**config.mk**
```make
export PLATFORM = sky130hd
export DESIGN_NAME = lsi_indicator
export DESIGN_NICKNAME = d
export VERILOG_FILES = /design/src/hw/lsi_pkg.sv /design/src/hw/lsi_indicator.sv
export VERILOG_INCLUDE_DIRS = /design/src /design/src/hw
export SDC_FILE = /design/constraint.sdc
export NUM_CORES = 1
export LEC_CHECK = 0
export BUFFER_PORTS_ARGS = -buffer_cell sky130_fd_sc_hd__buf_2
export CORE_MARGIN = 1
export CORE_UTILIZATION = 57
export DETAILED_ROUTE_END_ITERATION = 8
export PLACE_DENSITY = 0.91
export SLEW_MARGIN = 20
export SYNTH_ARGS = -nofsm -noshare
export SYNTH_HDL_FRONTEND = slang
export SYNTH_SLANG_ARGS = --single-unit
```
**constraint.sdc**
```tcl
create_clock -name i_sys_clk -period 5.94 [get_ports i_sys_clk]
set_input_delay 0.297 -clock i_sys_clk [delete_from_list [all_inputs] [get_ports i_sys_clk]]
set_output_delay 0.297 -clock i_sys_clk [all_outputs]
set_load 0.03 [all_outputs]
```
**src/hw/lsi_defs.svh**
```systemverilog
// constants of the light screen indicator logic
`ifndef LSI_DEFS_SVH
`define LSI_DEFS_SVH
`define LSI_CLK_HZ 200000000
`define LSI_SLOW_MS 250
`define LSI_SLOW_CYC ((`LSI_CLK_HZ / 1000) * `LSI_SLOW_MS)
`define LSI_SCAN_MS 2000
`define LSI_SCAN_CYC ((`LSI_CLK_HZ / 1000) * `LSI_SCAN_MS)
`define LSI_SCAN_FLASHES 3
`define LSI_ZONES 8
`define LSI_OFF_CTRL 32'h0000_0000
`define LSI_OFF_STAT 32'h0000_0004
`define LSI_OFF_BEAMS 32'h0000_0008
`define LSI_OFF_ERR 32'h0000_000C
`define LSI_OFF_IRQ 32'h0000_0010
`define LSI_OFF_MASK 32'h0000_0014
`define LSI_OFF_LAMPS 32'h0000_0018
`define LSI_OFF_DISP 32'h0000_001C
`define LSI_CTRL_MODE 0
`define LSI_CTRL_LATCH 3
`define LSI_CTRL_REDRES 4
`define LSI_CTRL_SCAN 5
`define LSI_CTRL_CSTOP 6
`define LSI_CTRL_DNBLK 7
`define LSI_CTRL_RESET 8
`define LSI_IRQ_LOCK 0
`define LSI_IRQ_SCAN 1
`define LSI_IRQ_LATCH 2
`define LSI_DISP_DASH 8'h40
`define LSI_DISP_L 8'h38
`define LSI_DISP_BLANK 8'h00
`endif

```
**src/hw/lsi_pkg.sv**
```systemverilog
// types of the light screen indicator logic
package lsi_pkg;
	typedef enum logic [2:0] {
		LSI_PWR, LSI_ALIGN, LSI_RUN, LSI_TEST, LSI_LATCHED, LSI_LOCK
	} lsi_mode_e;
	typedef enum logic [1:0] {
		LSI_OFF, LSI_RED, LSI_GREEN
	} lsi_lamp_e;
	typedef logic [7:0] lsi_seg_t;
endpackage

```
**src/hw/lsi_indicator.sv**
```systemverilog
// light screen status indicator and display logic with ahb-lite registers
// Notes on behaviour
// - emitter lamp: red flash, green, flashing.
// - emitter shows error code in lockout.
// - scan code shown briefly at start, change.
// - power-up scan code flashes three times.
// - receiver lamp green outputs on, else red.
// - lockout: flash red, lamps off, code.
// - reset lamp on, off, double, steady flash.
// - display dash for trip, L for latch.
// - eight zone lamps, each one eighth.
// - zone green clear, red blocked.
// - beam one blocked: zone one red only.
// - run clear: green, flashing reduced resolution.
// - display blocked beam count when synced.
// - latch: outputs on only run clear.
// - cascade stop brackets display with goalposts.
// - downstream blocked: outputs off, red, reset on.
// - trip auto recovers, latch needs reset.
`timescale 1ns/1ps
`include "lsi_defs.svh"
module lsi_indicator #(
	parameter int unsigned SLOW_CYC = `LSI_SLOW_CYC,
	parameter int unsigned SCAN_CYC = `LSI_SCAN_CYC,
	parameter int unsigned ZONES = `LSI_ZONES
) (
	// clock and reset
	input wire logic i_sys_clk,
	input wire logic i_rst_b,
	// ahb-lite slave
	input wire logic i_hsel,
	input wire logic [31:0] i_haddr,
	input wire logic [1:0] i_htrans,
	input wire logic i_hwrite,
	input wire logic [2:0] i_hsize,
	input wire logic [31:0] i_hwdata,
	input wire logic i_hready,
	output logic [31:0] o_hrdata,
	output logic o_hreadyout,
	output logic o_hresp,
	// lamps and display
	output lsi_pkg::lsi_lamp_e o_emit_status,
	output lsi_pkg::lsi_seg_t o_emit_disp,
	output lsi_pkg::lsi_lamp_e o_rcv_status,
	output logic o_reset_lamp,
	output lsi_pkg::lsi_lamp_e o_zone [ZONES],
	output lsi_pkg::lsi_seg_t o_rcv_disp,
	output logic o_goal_left,
	output logic o_goal_right,
	output logic o_safety_switching_output,
	// interrupt
	output logic o_irq
);
	import lsi_pkg::*;

	typedef struct packed {
		logic [2:0] mode;
		logic latch;
		logic redres;
		logic scan;
		logic cstop;
		logic dnblk;
		logic [15:0] beams;
		logic [7:0] err;
		logic [2:0] irq;
		logic [2:0] mask;
		logic [31:0] tick;
		logic [3:0] phase;
		logic [31:0] scan_cnt;
		logic [2:0] scan_left;
		logic ph_sel;
		logic [7:0] ph_addr;
		logic ph_wr;
		logic [31:0] rdata;
		logic sw_out;
		logic [1:0] estat;
		logic [7:0] edisp;
		logic [1:0] rstat;
		logic rlamp;
		logic [2*ZONES-1:0] zones;
		logic [7:0] rdisp;
		logic goal;
		logic irq_o;
	} lsi_state_s;

	lsi_state_s st_reg, st_next;
	logic [ZONES-1:0] zone_blk;
	logic all_clear, slow, dbl, single;
	logic [7:0] nblk;

	// one digit glyph; count above nine shows nine
	function automatic lsi_seg_t lsi_digit(input logic [7:0] v);
		case (v > 8'h09 ? 8'h09 : v)
			8'h00: lsi_digit = 8'h3F;
			8'h01: lsi_digit = 8'h06;
			8'h02: lsi_digit = 8'h5B;
			8'h03: lsi_digit = 8'h4F;
			8'h04: lsi_digit = 8'h66;
			8'h05: lsi_digit = 8'h6D;
			8'h06: lsi_digit = 8'h7D;
			8'h07: lsi_digit = 8'h07;
			8'h08: lsi_digit = 8'h7F;
			default: lsi_digit = 8'h6F;
		endcase
	endfunction

	// two beams map to each zone
	genvar g;
	generate
		for (g = 0; g < ZONES; g++) begin : g_zone
			assign zone_blk[g] = |st_reg.beams[2*g +: 2];
			assign o_zone[g] = lsi_lamp_e'(st_reg.zones[2*g +: 2]);
		end
	endgenerate

	always_comb begin
		nblk = 8'h00;
		for (int i = 0; i < 16; i++) begin
			nblk = nblk + {7'h00, st_reg.beams[i]};
		end
	end
	assign all_clear = (st_reg.beams == 16'h0000);
	// phase cycles 16 slow ticks: steady flash, double flash, single flash
	assign slow = st_reg.phase[0];
	assign dbl = (st_reg.phase[3:2] == 2'b00) && st_reg.phase[0];
	assign single = (st_reg.phase[3:1] == 3'b000);

	always_comb begin
		logic wr_hit;
		logic [7:0] cnt_disp;
		lsi_mode_e m;
		wr_hit = 1'b0;
		cnt_disp = 8'h00;
		m = lsi_mode_e'(st_reg.mode);
		st_next = st_reg;
		// ahb address phase capture, zero wait states
		if (i_hready) begin
			st_next.ph_sel = i_hsel && i_htrans[1];
			st_next.ph_addr = i_haddr[7:0];
			st_next.ph_wr = i_hwrite;
		end
		wr_hit = st_reg.ph_sel && st_reg.ph_wr;
		if (wr_hit) begin
			case ({24'h00_0000, st_reg.ph_addr})
				`LSI_OFF_CTRL: begin
					st_next.mode = i_hwdata[2:0];
					st_next.latch = i_hwdata[`LSI_CTRL_LATCH];
					st_next.redres = i_hwdata[`LSI_CTRL_REDRES];
					st_next.scan = i_hwdata[`LSI_CTRL_SCAN];
					st_next.cstop = i_hwdata[`LSI_CTRL_CSTOP];
					st_next.dnblk = i_hwdata[`LSI_CTRL_DNBLK];
				end
				`LSI_OFF_BEAMS: st_next.beams = i_hwdata[15:0];
				`LSI_OFF_ERR: st_next.err = i_hwdata[7:0];
				`LSI_OFF_IRQ: st_next.irq = st_reg.irq & ~i_hwdata[2:0];
				`LSI_OFF_MASK: st_next.mask = i_hwdata[2:0];
				default: ;
			endcase
		end
		// reset request: latched-clear goes to run, lockout to alignment
		if (wr_hit && st_reg.ph_addr == `LSI_OFF_CTRL
			&& i_hwdata[`LSI_CTRL_RESET]) begin
			if (m == LSI_LATCHED && all_clear)
				st_next.mode = LSI_RUN;
			else if (m == LSI_ALIGN && st_reg.latch && all_clear)
				st_next.mode = LSI_RUN;
			else if (m == LSI_LOCK)
				st_next.mode = LSI_ALIGN;
		end
		// latch config: any blocked beam in run latches the outputs off
		if (m == LSI_RUN && st_reg.latch && !all_clear)
			st_next.mode = LSI_LATCHED;
		// trip config leaves alignment on its own when clear
		if (m == LSI_ALIGN && !st_reg.latch && all_clear)
			st_next.mode = LSI_RUN;
		// scan code shown after start or change
		if (st_reg.scan_cnt != 32'h0000_0000)
			st_next.scan_cnt = st_reg.scan_cnt - 32'h0000_0001;
		if (st_next.scan != st_reg.scan)
			st_next.scan_cnt = SCAN_CYC;
		// flash tick
		if (st_reg.tick >= SLOW_CYC - 1) begin
			st_next.tick = 32'h0000_0000;
			st_next.phase = st_reg.phase + 4'h1;
			if (m == LSI_PWR && st_reg.phase[0]) begin
				if (st_reg.scan_left > 3'h1)
					st_next.scan_left = st_reg.scan_left - 3'h1;
				else
					st_next.mode = LSI_ALIGN;
			end
		end else begin
			st_next.tick = st_reg.tick + 32'h0000_0001;
		end
		// outputs on only in run with all clear and no cascade stop
		st_next.sw_out = (m == LSI_RUN) && all_clear && !st_reg.cstop
			&& !st_reg.dnblk;
		// emitter lamp and display
		case (m)
			LSI_PWR: st_next.estat = single ? LSI_RED : LSI_OFF;
			LSI_RUN: st_next.estat = LSI_GREEN;
			LSI_TEST: st_next.estat = slow ? LSI_GREEN : LSI_OFF;
			LSI_LOCK: st_next.estat = slow ? LSI_RED : LSI_OFF;
			default: st_next.estat = LSI_GREEN;
		endcase
		if (m == LSI_LOCK)
			st_next.edisp = st_reg.err;
		else if (m == LSI_PWR)
			st_next.edisp = slow ? lsi_digit({7'h00, st_reg.scan} + 8'h01)
				: `LSI_DISP_BLANK;
		else if (st_reg.scan_cnt != 32'h0000_0000)
			st_next.edisp = lsi_digit({7'h00, st_reg.scan} + 8'h01);
		else
			st_next.edisp = `LSI_DISP_BLANK;
		// receiver status lamp
		if (m == LSI_LOCK)
			st_next.rstat = slow ? LSI_RED : LSI_OFF;
		else if (m == LSI_PWR)
			st_next.rstat = single ? LSI_RED : LSI_OFF;
		else if (st_next.sw_out)
			st_next.rstat = (st_reg.redres && !slow) ? LSI_OFF
				: LSI_GREEN;
		else
			st_next.rstat = LSI_RED;
		// reset lamp
		case (m)
			LSI_RUN: st_next.rlamp = 1'b1;
			LSI_LATCHED: st_next.rlamp = all_clear ? slow : 1'b1;
			LSI_ALIGN: st_next.rlamp = (st_reg.latch && all_clear) ? dbl
				: 1'b0;
			default: st_next.rlamp = 1'b0;
		endcase
		// zone lamps
		for (int z = 0; z < ZONES; z++) begin
			if (m == LSI_LOCK)
				st_next.zones[2*z +: 2] = LSI_OFF;
			else if (m == LSI_PWR)
				st_next.zones[2*z +: 2] = single ? LSI_RED : LSI_OFF;
			else if (st_reg.beams[0])
				st_next.zones[2*z +: 2] = (z == 0) ? LSI_RED : LSI_OFF;
			else
				st_next.zones[2*z +: 2] = zone_blk[z] ? LSI_RED
					: LSI_GREEN;
		end
		// receiver display
		cnt_disp = lsi_digit(nblk);
		if (m == LSI_LOCK)
			st_next.rdisp = st_reg.err;
		else if (m == LSI_PWR)
			st_next.rdisp = slow ? lsi_digit({7'h00, st_reg.scan} + 8'h01)
				: `LSI_DISP_BLANK;
		else if (st_reg.scan_cnt != 32'h0000_0000)
			st_next.rdisp = lsi_digit({7'h00, st_reg.scan} + 8'h01);
		else if (!all_clear && !st_reg.beams[0] && (m == LSI_ALIGN
			|| m == LSI_RUN || m == LSI_LATCHED))
			st_next.rdisp = cnt_disp;
		else
			st_next.rdisp = st_reg.latch ? `LSI_DISP_L
				: `LSI_DISP_DASH;
		st_next.goal = st_reg.cstop;
		// sticky events, set wins over clear
		if (m != LSI_LOCK && st_next.mode == LSI_LOCK)
			st_next.irq[`LSI_IRQ_LOCK] = 1'b1;
		if (st_next.scan != st_reg.scan)
			st_next.irq[`LSI_IRQ_SCAN] = 1'b1;
		if (m != LSI_LATCHED && st_next.mode == LSI_LATCHED)
			st_next.irq[`LSI_IRQ_LATCH] = 1'b1;
		st_next.irq_o = |(st_next.irq & st_next.mask);
		// read data for the next data phase
		case ({24'h00_0000, i_haddr[7:0]})
			`LSI_OFF_CTRL: st_next.rdata = {24'h00_0000, st_reg.dnblk,
				st_reg.cstop, st_reg.scan, st_reg.redres, st_reg.latch,
				st_reg.mode};
			`LSI_OFF_STAT: st_next.rdata = {28'h000_0000, st_reg.goal,
				st_reg.rlamp, st_reg.sw_out, all_clear};
			`LSI_OFF_BEAMS: st_next.rdata = {16'h0000, st_reg.beams};
			`LSI_OFF_ERR: st_next.rdata = {24'h00_0000, st_reg.err};
			`LSI_OFF_IRQ: st_next.rdata = {29'h0000_0000, st_reg.irq};
			`LSI_OFF_MASK: st_next.rdata = {29'h0000_0000, st_reg.mask};
			`LSI_OFF_LAMPS: st_next.rdata = {8'h00, st_reg.zones,
				2'b00, st_reg.rstat, 2'b00, st_reg.estat};
			`LSI_OFF_DISP: st_next.rdata = {16'h0000, st_reg.rdisp,
				st_reg.edisp};
			default: st_next.rdata = 32'h0000_0000;
		endcase
	end

	always_ff @(posedge i_sys_clk) begin
		if (!i_rst_b) begin
			st_reg <= '0;
			st_reg.scan_left <= 3'(`LSI_SCAN_FLASHES);
		end else begin
			st_reg <= st_next;
		end
	end

	assign o_hrdata = st_reg.rdata;
	assign o_hreadyout = 1'b1;
	assign o_hresp = 1'b0;
	assign o_emit_status = lsi_lamp_e'(st_reg.estat);
	assign o_emit_disp = st_reg.edisp;
	assign o_rcv_status = lsi_lamp_e'(st_reg.rstat);
	assign o_reset_lamp = st_reg.rlamp;
	assign o_rcv_disp = st_reg.rdisp;
	assign o_goal_left = st_reg.goal;
	assign o_goal_right = st_reg.goal;
	assign o_safety_switching_output = st_reg.sw_out;
	assign o_irq = st_reg.irq_o;

	a_out_latch_run: assert property (@(posedge i_sys_clk) disable iff
		(!i_rst_b) o_safety_switching_output |-> $past(st_reg.mode) ==
		LSI_RUN && $past(all_clear)) else $error("outputs on outside run");
	a_lock_lamps_off: assert property (@(posedge i_sys_clk) disable iff
		(!i_rst_b) st_reg.mode == LSI_LOCK ##1 st_reg.mode == LSI_LOCK
		|-> !o_reset_lamp && o_rcv_status != LSI_GREEN)
		else $error("lockout lamps wrong");
	a_beam1_zones: assert property (@(posedge i_sys_clk) disable iff
		(!i_rst_b) st_reg.beams[0] && st_reg.mode inside {LSI_ALIGN,
		LSI_RUN, LSI_LATCHED} |=> o_zone[1] == LSI_OFF)
		else $error("zone two lit with beam one blocked");
	a_goal_follow: assert property (@(posedge i_sys_clk) disable iff
		(!i_rst_b) $rose(st_reg.cstop) |=> o_goal_left && o_goal_right)
		else $error("goalposts missing");
	a_status_green: assert property (@(posedge i_sys_clk) disable iff
		(!i_rst_b) o_safety_switching_output && !st_reg.redres |=>
		o_rcv_status == LSI_GREEN || !$past(st_next.sw_out))
		else $error("status not green with outputs on");
	a_run_reset_on: assert property (@(posedge i_sys_clk) disable iff
		(!i_rst_b) st_reg.mode == LSI_RUN |=> o_reset_lamp ||
		$past(st_reg.mode) != LSI_RUN) else $error("reset lamp off in run");
	a_lock_err: assert property (@(posedge i_sys_clk) disable iff
		(!i_rst_b) st_reg.mode == LSI_LOCK |=> o_rcv_disp ==
		$past(st_reg.err) && o_emit_disp == $past(st_reg.err))
		else $error("error code not shown");
	a_latch_trip: assert property (@(posedge i_sys_clk) disable iff
		(!i_rst_b) st_reg.mode == LSI_RUN && st_reg.latch && !all_clear
		|=> st_reg.mode == LSI_LATCHED) else $error("latch not taken");
endmodule

```
[Word level (Yosys, flattened, before mapping)]
Memory sizes are Yosys's and may differ from the RTL's.
Cells that the tools add are included.
Storage, ports and cells
  flip-flop bits (word level): 191
  latch bits: 0
  memory bits (writable): 0
  bits in read-only memories: 560
  input bits: 74
  output and inout port bits: 75
  logic and storage cells: 211
  memories: 5
Memories
  (name not given): depth 16, width 7, rd ports 1, clocked after Yosys merged registers in 0, wr ports 0, RTL line lsi_indicator.sv:93  | case (v > 8'h09 ? 8'h09 : v)
  (name not given): depth 16, width 7, rd ports 1, clocked after Yosys merged registers in 0, wr ports 0, RTL line lsi_indicator.sv:93
  (name not given): depth 16, width 7, rd ports 1, clocked after Yosys merged registers in 0, wr ports 0, RTL line lsi_indicator.sv:93
  (name not given): depth 16, width 7, rd ports 1, clocked after Yosys merged registers in 0, wr ports 0, RTL line lsi_indicator.sv:93
  (name not given): depth 16, width 7, rd ports 1, clocked after Yosys merged registers in 0, wr ports 0, RTL line lsi_indicator.sv:93
Operators by class
  $add $sub $neg: 20
  multipliers: 0
  divide/modulo/power cells: 0
  $lt $le $gt $ge: 4
  eq/ne operators: 21
  shift-type cells: 0
  multiplexer cells: 73
  bitwise operators: 4
  reduce and logical (&&, ||, !) cells: 56
Operators with widths (number)
  one-hot mux 24 bit (8 select lines): 1
  2-to-1 mux 8 bit: 17
  adder 8 x 1 -> 8 bit: 8
  2-to-1 mux 2 bit: 29
  2-to-1 mux 29 bit: 2
  equality test 8 x 5 -> 1 bit (second input constant): 6
  2-to-1 mux 38 bit: 1
  2-to-1 mux 3 bit: 11
  adder 32 x 1 -> 32 bit (second input constant): 1
  equality test 8 x 4 -> 1 bit (second input constant): 4
  >= comparator 32 x 26 -> 1 bit (second input constant): 1
  nonzero test 32 bit: 1
  subtractor 32 x 1 -> 32 bit (second input constant): 1
  logical AND 1 bit: 22
  OR reduction 2 bit: 11
  zero test 16 bit: 1
  zero test 8 bit: 2
  2-to-1 mux 16 bit: 1
  equality test 3 bit (second input constant): 4
  adder 7 x 1 -> 8 bit: 1
  equality test 8 x 3 -> 1 bit (second input constant): 1
  greater-than comparator 8 x 4 -> 1 bit (second input constant): 1
  adder 6 x 1 -> 7 bit: 1
  2-to-1 mux 1 bit: 7
  other kinds (31): 43

[Longest topological paths before layout]
Gate-level depths: netlist of run 1.
  depth after elaboration: 23
  depth in mapped cells: 19
  mapped depth without buffers: 19

[Worst setup path after synthesis of run 1]
OpenSTA, ideal clock, no wires.
  kind: flip-flop to flip-flop
  start: reg st_reg[167] (netlist name)
  end: reg st_reg (netlist bit o_rcv_disp[6])
  library setup time: 0.074 ns
  arrival: 4.909 ns
  required time: 5.866 ns
  setup slack: 0.957 ns
  cell stages (with the launch flop): 20
  buffers on the path: 0
  path through: dfxtp_1 -> fa_1 -> inv_1 -> fa_1 -> fa_1 -> fa_1 -> inv_1 -> ha_1 -> fa_1 -> nand4b_1 -> a21oi_1 -> nor2_1 -> nor2_1 -> inv_1 -> ha_1 -> nor2_1 -> a21oi_1 -> and3_1 -> a211o_1 -> a31oi_1
Between the ends
  word-level cells in the longest chain between the ends: 23
  elaborated cells on any way between the ends: 29
  classes of those cells: add/sub: 15; order compare: 1; mux: 6; reduce/logical: 6; memory: 1
Ends and longest elaborated chain
  start: declaration: RTL line lsi_indicator.sv:86  | lsi_state_s st_reg, st_next;
  start signal: assignment: RTL line lsi_indicator.sv:292  | st_reg <= st_next;
  adder 1 x 1 -> 2 bit: RTL line lsi_indicator.sv:119  | nblk = nblk + {7'h00, st_reg.beams[i]};
  adder 2 x 1 -> 3 bit: RTL line lsi_indicator.sv:119
  adder 3 x 1 -> 4 bit: RTL line lsi_indicator.sv:119
  adder 4 x 1 -> 5 bit: RTL line lsi_indicator.sv:119
  adder 5 x 1 -> 6 bit: RTL line lsi_indicator.sv:119
  adder 6 x 1 -> 7 bit: RTL line lsi_indicator.sv:119
  adder 7 x 1 -> 8 bit: RTL line lsi_indicator.sv:119
  adder 8 x 1 -> 8 bit (8 in series): RTL line lsi_indicator.sv:119
  greater-than comparator 8 x 4 -> 1 bit: RTL line lsi_indicator.sv:93
  2-to-1 mux 8 bit: RTL line lsi_indicator.sv:93
  memory (16 x 7 bit) or zero test 4 bit (tied branches)
  2-to-1 mux 8 bit: RTL line lsi_indicator.sv:93
  2-to-1 mux 8 bit (*): RTL line lsi_indicator.sv:253  | else if (!all_clear && !st_reg.beams[0] && (m == LSI_ALIGN
  2-to-1 mux 8 bit (*): RTL line lsi_indicator.sv:251  | else if (st_reg.scan_cnt != 32'h0000_0000)
  2-to-1 mux 8 bit (*): RTL line lsi_indicator.sv:248  | else if (m == LSI_PWR)
  2-to-1 mux 8 bit (*): RTL line lsi_indicator.sv:246  | if (m == LSI_LOCK)
Every way passes the cells marked *; elsewhere a longest branch is shown, timed or not.
A chain may end at the register's enable or synchronous reset.

[Worst setup path in the final report of run 1]
  start: reg st_reg[182] (netlist name)
  end: reg st_reg (netlist bit o_rcv_disp[6])
Between the ends
  word-level cells in the longest chain between the ends: 9
  elaborated cells on any way between the ends: 14
  classes of those cells: add/sub: 1; order compare: 1; mux: 6; reduce/logical: 5; memory: 1
Ends and longest elaborated chain (RTL line)
  adder 8 x 1 -> 8 bit: lsi_indicator.sv:119
  greater-than comparator 8 x 4 -> 1 bit: lsi_indicator.sv:93
  2-to-1 mux 8 bit: lsi_indicator.sv:93
  memory (16 x 7 bit) or zero test 4 bit (tied branches)
  2-to-1 mux 8 bit: lsi_indicator.sv:93
  2-to-1 mux 8 bit (*): lsi_indicator.sv:253
  2-to-1 mux 8 bit (*): lsi_indicator.sv:251
  2-to-1 mux 8 bit (*): lsi_indicator.sv:248
  2-to-1 mux 8 bit (*): lsi_indicator.sv:246
Marked as above.

==> results of run 1 <==
[power by group]
part           switching [mW]  internal [mW]
registers               0.141           1.38
clock network           0.476          0.610
logic                   0.686          0.407
[synth_stat cells, types with 14 or more instances]
cell	count	share of area
dfxtp_1	182	0.41
buf_4	72	0.062
nand2_1	112	0.048
xor2_1	34	0.034
nor4_1	18	0.013
mux2i_1	24	0.027
clkbuf_1	37	0.016
nor2_1	117	0.050
o21ai_0	14	0.0080
ha_1	17	0.024
a21oi_1	68	0.039
nor3_1	27	0.015
xnor2_1	25	0.025
nand4_1	15	0.011
and2_1	16	0.011
nand3_1	27	0.015
inv_1	30	0.013
[kinds of logic after synthesis]
family / count (synthesis)
AO/OA/AOI/OAI: 158
XOR/XNOR: 59
adder cells (fa/ha/maj): 27
multiplexers: 26
other: 2
buffers and inverters: 146
AND/OR/NAND/NOR: 414
flip-flops: 182
[area by class of cell]
| class | instances | area [um^2] | area share |
|---|---|---|---|
| inverter | 30 | 113 | 0.0119 |
| sequential | 182 | 3640 | 0.386 |
| clock buffer | 21 | 470 | 0.0498 |
| tap | 188 | 235 | 0.0249 |
| clock inverter | 10 | 97.6 | 0.0103 |
| timing repair buffer | 100 | 515 | 0.0546 |
| multi-input combinational | 700 | 4370 | 0.463 |
[stage by stage]
stage | hold WS [ns] | setup slack (ns) | cell area, um^2 | cells | utilization
floorplan | 0.413 | 0.957 | 8830 | 1028 | -
global placement | 0.422 | 0.875 | 8870 | 1200 | 0.586
detailed placement | 0.435 | 0.761 | 8870 | 1200 | 0.586
CTS | 0.0901 | 0.722 | 9440 | 1231 | 0.623
global route | 0.118 | 0.424 | 9450 | 1231 | 0.624
finish | 0.0993 | 0.655 | 9450 | 1231 | 0.624
[path summary, 6_finish.rpt]
| check | from | endpoint | slack (ns) | depth (start not counted) |
|---|---|---|---|---|
| max reg2reg | st_reg[182] | o_rcv_disp[6] | 0.65 | 20 |
| max | st_reg[182] | o_rcv_disp[6] | 0.65 | 20 |
| min | i_hwdata[12] | st_reg[179] | 0.1 | 3 |
| min reg2reg | o_zone[5] | o_hrdata[19] | 0.45 | 1 |
[per-layer routing]
metal  wire [um]  share of wire
met5           0              0
met4         695          0.033
met3        2210           0.10
met2        9840           0.47
met1        8410           0.40
[critical path, cell delays in order (launching register included)]
cell and delay [ns]:
dfxtp_1 0.50, fa_1 0.50, fa_1 0.54, inv_1 0.06, fa_1 0.45, fa_1 0.51, inv_1 0.05, ha_1 0.20
fa_1 0.47, nand4b_1 0.21, a21oi_1 0.13, buf_4 0.17, nor2_1 0.05, nor2_1 0.24, inv_1 0.11, ha_1 0.19
nor2_1 0.15, a21oi_1 0.05, and3_1 0.19, a211o_1 0.27, a31oi_1 0.16
==> summary.md, run 1 <==
| Metric | Value |
|---|---|
| Pre-antenna DRT Iters | `8` |
| Outcome | `finished clean` |
| Global routing's busiest layer | `met2` |
| DPL Wire Length | `14500 um` |
| Slew Limit Fails | `0` |
| Die area | `15900 um^2` |
| Seq cells post-synth | `182` |
| Initial antenna violation count | `1` |
| DRC Markers | `0` |
| Largest family of logic cells by synthesized area | `simple AND/OR/NAND/NOR gates` |
| Worst EP required | `6.30 ns` |
| Adder-Cell Fraction of Synth Area | `0.0470` |
| Pwr Density | `392 nW/um^2` |
| Worst-Margin Slew | `0.990 ns` |
| M2 GR Usage | `0.438` |
| Number of diodes | `0` |
| Max VDD drop | `0.236 mV` |
| Routability cong. | `0.892` |
| Crit-path max FO | `9` |
| ANT nets after route | `0` |
| Total gr overflow | `0` |
| Final worst path period share | `0.890` |
| Initial core utilization | `0.580` |
| Arrival time at the worst endpoint | `5.65 ns` |
| Share of layout cells above drive strength 1 | `0.140` |
| Simple-gate share of the synthesized area | `0.238` |
| Layout area overhead | `7.58%` |
| HP Class | `in -> reg` |
| Sequential area share after synthesis | `0.415` |
| Clock buffer depth | `2` |
| Routed len/inst | `17.2 um` |
| Clock skew | `0.00805 ns` |
| Max_slew headroom | `0.338` |
| Type of element capturing the critical path | `register` |
| Finish-stage setup viols | `0` |
| Total Wirelength | `21100 um` |
| FILL cells | `1231` |
| Clock slew at reported path FFs | `0.07 ns` |
| Via count | `7537` |
| Die W | `126 um` |
| Most common library cell in the layout ignoring fill and taps | `dfxtp_1` |
| RSZ-0062 raised after global routing | `false` |
| Initial drt markers | `975` |
| Buffers on Ports | `94` |
| Met3 Use GR | `0.0688` |
| Ys async rst share | `0` |
| Cell count after synthesis | `1014` |
| Final Power | `3.70 mW` |
| # hold bufs at CTS | `0` |
| Xor and xnor fraction of the mapped netlist area | `0.0588` |
| Most frequent cells in the layout | `dfxtp_1 (182), nor2_1 (117), nand2_1 (112), buf_2 (94), a21oi_1 (68)` |
| CTS sink cnt | `182` |
| Core region area | `15100 um^2` |
| Syn Std Cell Area | `8780 um^2` |
| Root Buffer | `clkbuf_16` |
| Vias in the first global route | `6996` |
| Nets@finish | `1132` |
| Tmin final | `5.29 ns` |
| Cell variety after synth | `68` |
| Clk Latency, worst-skew pair | `0.44 ns` |
| Post-synthesis mux area share | `0.0312` |
| Predominant post-synthesis flop cell | `dfxtp_1` |
| Max reg flops | `117` |
| CTS tree | `built` |
| Compound-Gate Fraction of Synth Area | `0.116` |
| Setup tns final | `0 ns` |
| Final Hold Fails | `0` |
| Met1 GRT Util | `0.336` |
| Max frequency | `0.189 GHz` |
| First-pass GRT wire length | `34200 um` |
| FP Rows | `45` |
| EDFF count, synth | `0` |
| Synth Warn # | `0` |
| Startpoint types | `register` |
| Maximum capacitance violations | `0` |
| Leak | `3.83 nW` |
| Avg Cell Area, Syn | `8.66 um^2` |
| Chip height | `126 um` |
| Drt via density | `6.12` |
| H-tree levels | `4` |
| Post-CTS sizing | `0` |
| Total setup buffers inserted after CTS | `0` |
| Total CTS buffers | `17` |
| Pin count of the biggest net entering global routing | `76` |
| GRT Total Usage | `0.269` |
| Crit path kind | `reg -> reg` |
| # IOs | `149` |
No activity file was read; power rests on OpenSTA's default activity.
==> run 2, diff against run 1 <==
- clock period: 5.94 -> 5.63 ns (I/O delays scaled with it)
==> run 2 against run 1 <==
  * Routed wire length down 3.0%
  * Register-to-register slack worse by 0.26 ns
  * Clock power about the same
  * Highest routed layer is now met5
  * Combinational power up 6%
  * Sequential cell count unchanged
  * Maximum frequency up 0.89%
==> summary.md, run 2 (synthesis results as in run 1) <==
| Metric | Value |
|---|---|
| Critical path startpoint | `st_reg[167]` |
| CTS sink cnt | `182 (unchanged)` |
| Arrival time at the worst endpoint | `5.61 ns (-0.04 ns)` |
| Tmin final | `5.24 ns (-0.0468 ns)` |
| Most common library cell in the layout ignoring fill and taps | `dfxtp_1` |
| Die W | `126 um (unchanged)` |
| Maximum capacitance violations | `0 (unchanged)` |
| Pre-CTS setup slack | `0.491 ns (-0.270 ns)` |
| Post-route cell area | `9420 um^2 (-0.32%)` |
| Crit path kind | `reg -> reg` |
| DRC Markers | `0 (unchanged)` |
| Share of layout cells above drive strength 1 | `0.141 (+0.000824)` |
| Clock buffer depth | `2 (unchanged)` |
| Outcome | `finished clean` |
| Via count | `7459 (-1.0%)` |
| Hold_ws | `0.0758 ns (-0.0236 ns)` |
| Die area | `15900 um^2 (unchanged)` |
| Clk Latency, worst-skew pair | `0.44 ns (about the same)` |
| FP Rows | `45 (unchanged)` |
| Total setup buffers inserted after CTS | `0 (unchanged)` |
| Total CTS buffers | `17 (unchanged)` |
| Final worst path period share | `0.930 (+0.0407)` |
| Switch Pwr | `1.39 mW (+6.6%)` |
| Crit-path max FO | `9 (unchanged)` |
| Total gr overflow | `0 (unchanged)` |
| Layout area overhead | `7.24%` |
| Vias in the first global route | `6719 (-4.0%)` |
| Sequential group share of total power | `0.417 (+0.006)` |
| Chip height | `126 um (unchanged)` |
| H-tree levels | `4 (unchanged)` |
| Post-CTS sizing | `0 (unchanged)` |
| Setup tns final | `0 ns (unchanged)` |
| Comb power frac | `0.301 (+0.006)` |
| Routed len/inst | `16.6 um (-3.1%)` |
| Placed cell areas | `8880 um^2 (about the same)` |
| HP Start | `i_hwrite` |
| Core region area | `15100 um^2 (unchanged)` |
| Type of element capturing the critical path | `register` |
| # hold bufs at CTS | `0 (unchanged)` |
| Leak | `3.81 nW (-0.60%)` |
| Sw Ratio | `0.361 (+0.00934)` |
| Max reg flops | `117 (unchanged)` |
| Initial antenna violation count | `2 (+1)` |
| ANT nets after route | `0 (unchanged)` |
| Initial drt markers | `889 (-8.8%)` |
| Worst EP required | `6.00 ns (-0.30 ns)` |
| DPL Wire Length | `14400 um (-0.80%)` |
| Root Buffer | `clkbuf_16` |
| Startpoint types | `register` |
| Finish-stage setup viols | `0 (unchanged)` |
| FILL cells | `1222 (-0.73%)` |
| Initial core utilization | `0.580 (unchanged)` |
| HP Class | `in -> reg` |
| # IOs | `149 (unchanged)` |
| Max_slew headroom | `0.304 (-0.0337)` |
| Routability cong. | `0.904 (+1.3%)` |
| Clock skew | `0.00679 ns (-0.00126 ns)` |
| Final Hold Fails | `0 (unchanged)` |
| Most frequent cells in the layout | `dfxtp_1 (182), nor2_1 (117), nand2_1 (112), buf_2 (94), a21oi_1 (68)` |
| Drt via density | `6.05 (-1.1%)` |
| GRT Total Usage | `0.264 (-0.00509)` |
| Max frequency | `0.191 GHz (+0.89%)` |
| Nets@finish | `1133 (+0.088%)` |
| First-pass GRT wire length | `33300 um (-2.7%)` |
| Internal | `2.45 mW (+2.3%)` |
| CTS tree | `built` |
| Clk pwr share | `0.282 (-0.011)` |
| Worst-Margin Slew | `1.04 ns (+0.0505 ns)` |
| Pre-antenna DRT Iters | `9 (+1)` |
| Final setup margin | `0.392 ns (-0.263 ns)` |
| Total Wirelength | `20500 um (-3.0%)` |
| Clock slew at reported path FFs | `0.07 ns (about the same)` |
| Buffers on Ports | `94 (unchanged)` |
| Number of diodes | `0 (unchanged)` |
| FF-to-FF Start | `st_reg[167]` |
| Max VDD drop | `0.232 mV (-1.7%)` |
| RSZ-0062 raised after global routing | `false` |
| Multi-input gate area | `4370 um^2 (unchanged)` |
| Sequential cell area | `3640 um^2 (unchanged)` |
| Pin count of the biggest net entering global routing | `76 (unchanged)` |
| Pwr Density | `408 nW/um^2 (+4.1%)` |
| Slew Limit Fails | `0 (unchanged)` |
run 2: metrics by stage:
step / std cells / total power [mW] / utilization
final: 1232 / 3.84 / 0.622
after global routing: 1232 / 4.04 / 0.622
after CTS: 1232 / 3.84 / 0.621
after detailed placement: 1201 / 2.75 / 0.586
after global placement: 1201 / 2.70 / 0.586
after floorplan: 1028 / 2.58 / -
run 2: power groups by stage:
stage	registers (mW)	logic [mW]	clock network (mW)
floorplan	1.59	0.993	0
global route	1.63	1.27	1.15
finish	1.60	1.15	1.08
detailed placement	1.63	1.13	0
CTS	1.60	1.15	1.09
global placement	1.62	1.09	0
run 2: per-layer routing:
layer  track usage  vias up  share of wire
met4         0.128        2          0.033
met5             0        -        0.00039
met1         0.333     3459           0.40
li1              -     3495              -
met2         0.422      440           0.46
met3        0.0663       63           0.10
run 2: critical path, cell delays in order, from the launching register on:
cell and delay, ns:
dfxtp_1 0.39, fa_1 0.58, inv_1 0.06, fa_1 0.53
fa_1 0.44, fa_1 0.51, inv_1 0.05, ha_1 0.21
fa_1 0.49, nand4b_1 0.22, a21oi_1 0.14, buf_4 0.17
nor2_1 0.05, nor2_1 0.21, inv_1 0.10, ha_1 0.20
nor2_1 0.14, a21oi_1 0.05, and3_1 0.20, a211o_1 0.27
a31oi_1 0.15
run 2: path summary, 6_finish.rpt:
path                            depth (start not counted)  slack [ns]            end
worst max-delay path                                   20        0.39  o_rcv_disp[6]
worst min-delay path                                    3        0.08     st_reg[72]
worst max register to register                         20        0.39  o_rcv_disp[6]
worst min register to register                          1        0.45   o_hrdata[19]
run 2: area by class of cell:
cell class	count	area share
clock buffers	18	0.0456
clock inverters	13	0.0108
inverters	30	0.0120
multi-input cells	700	0.464
flip-flops and latches	182	0.387
well taps	188	0.0250
repair buffers	101	0.0555
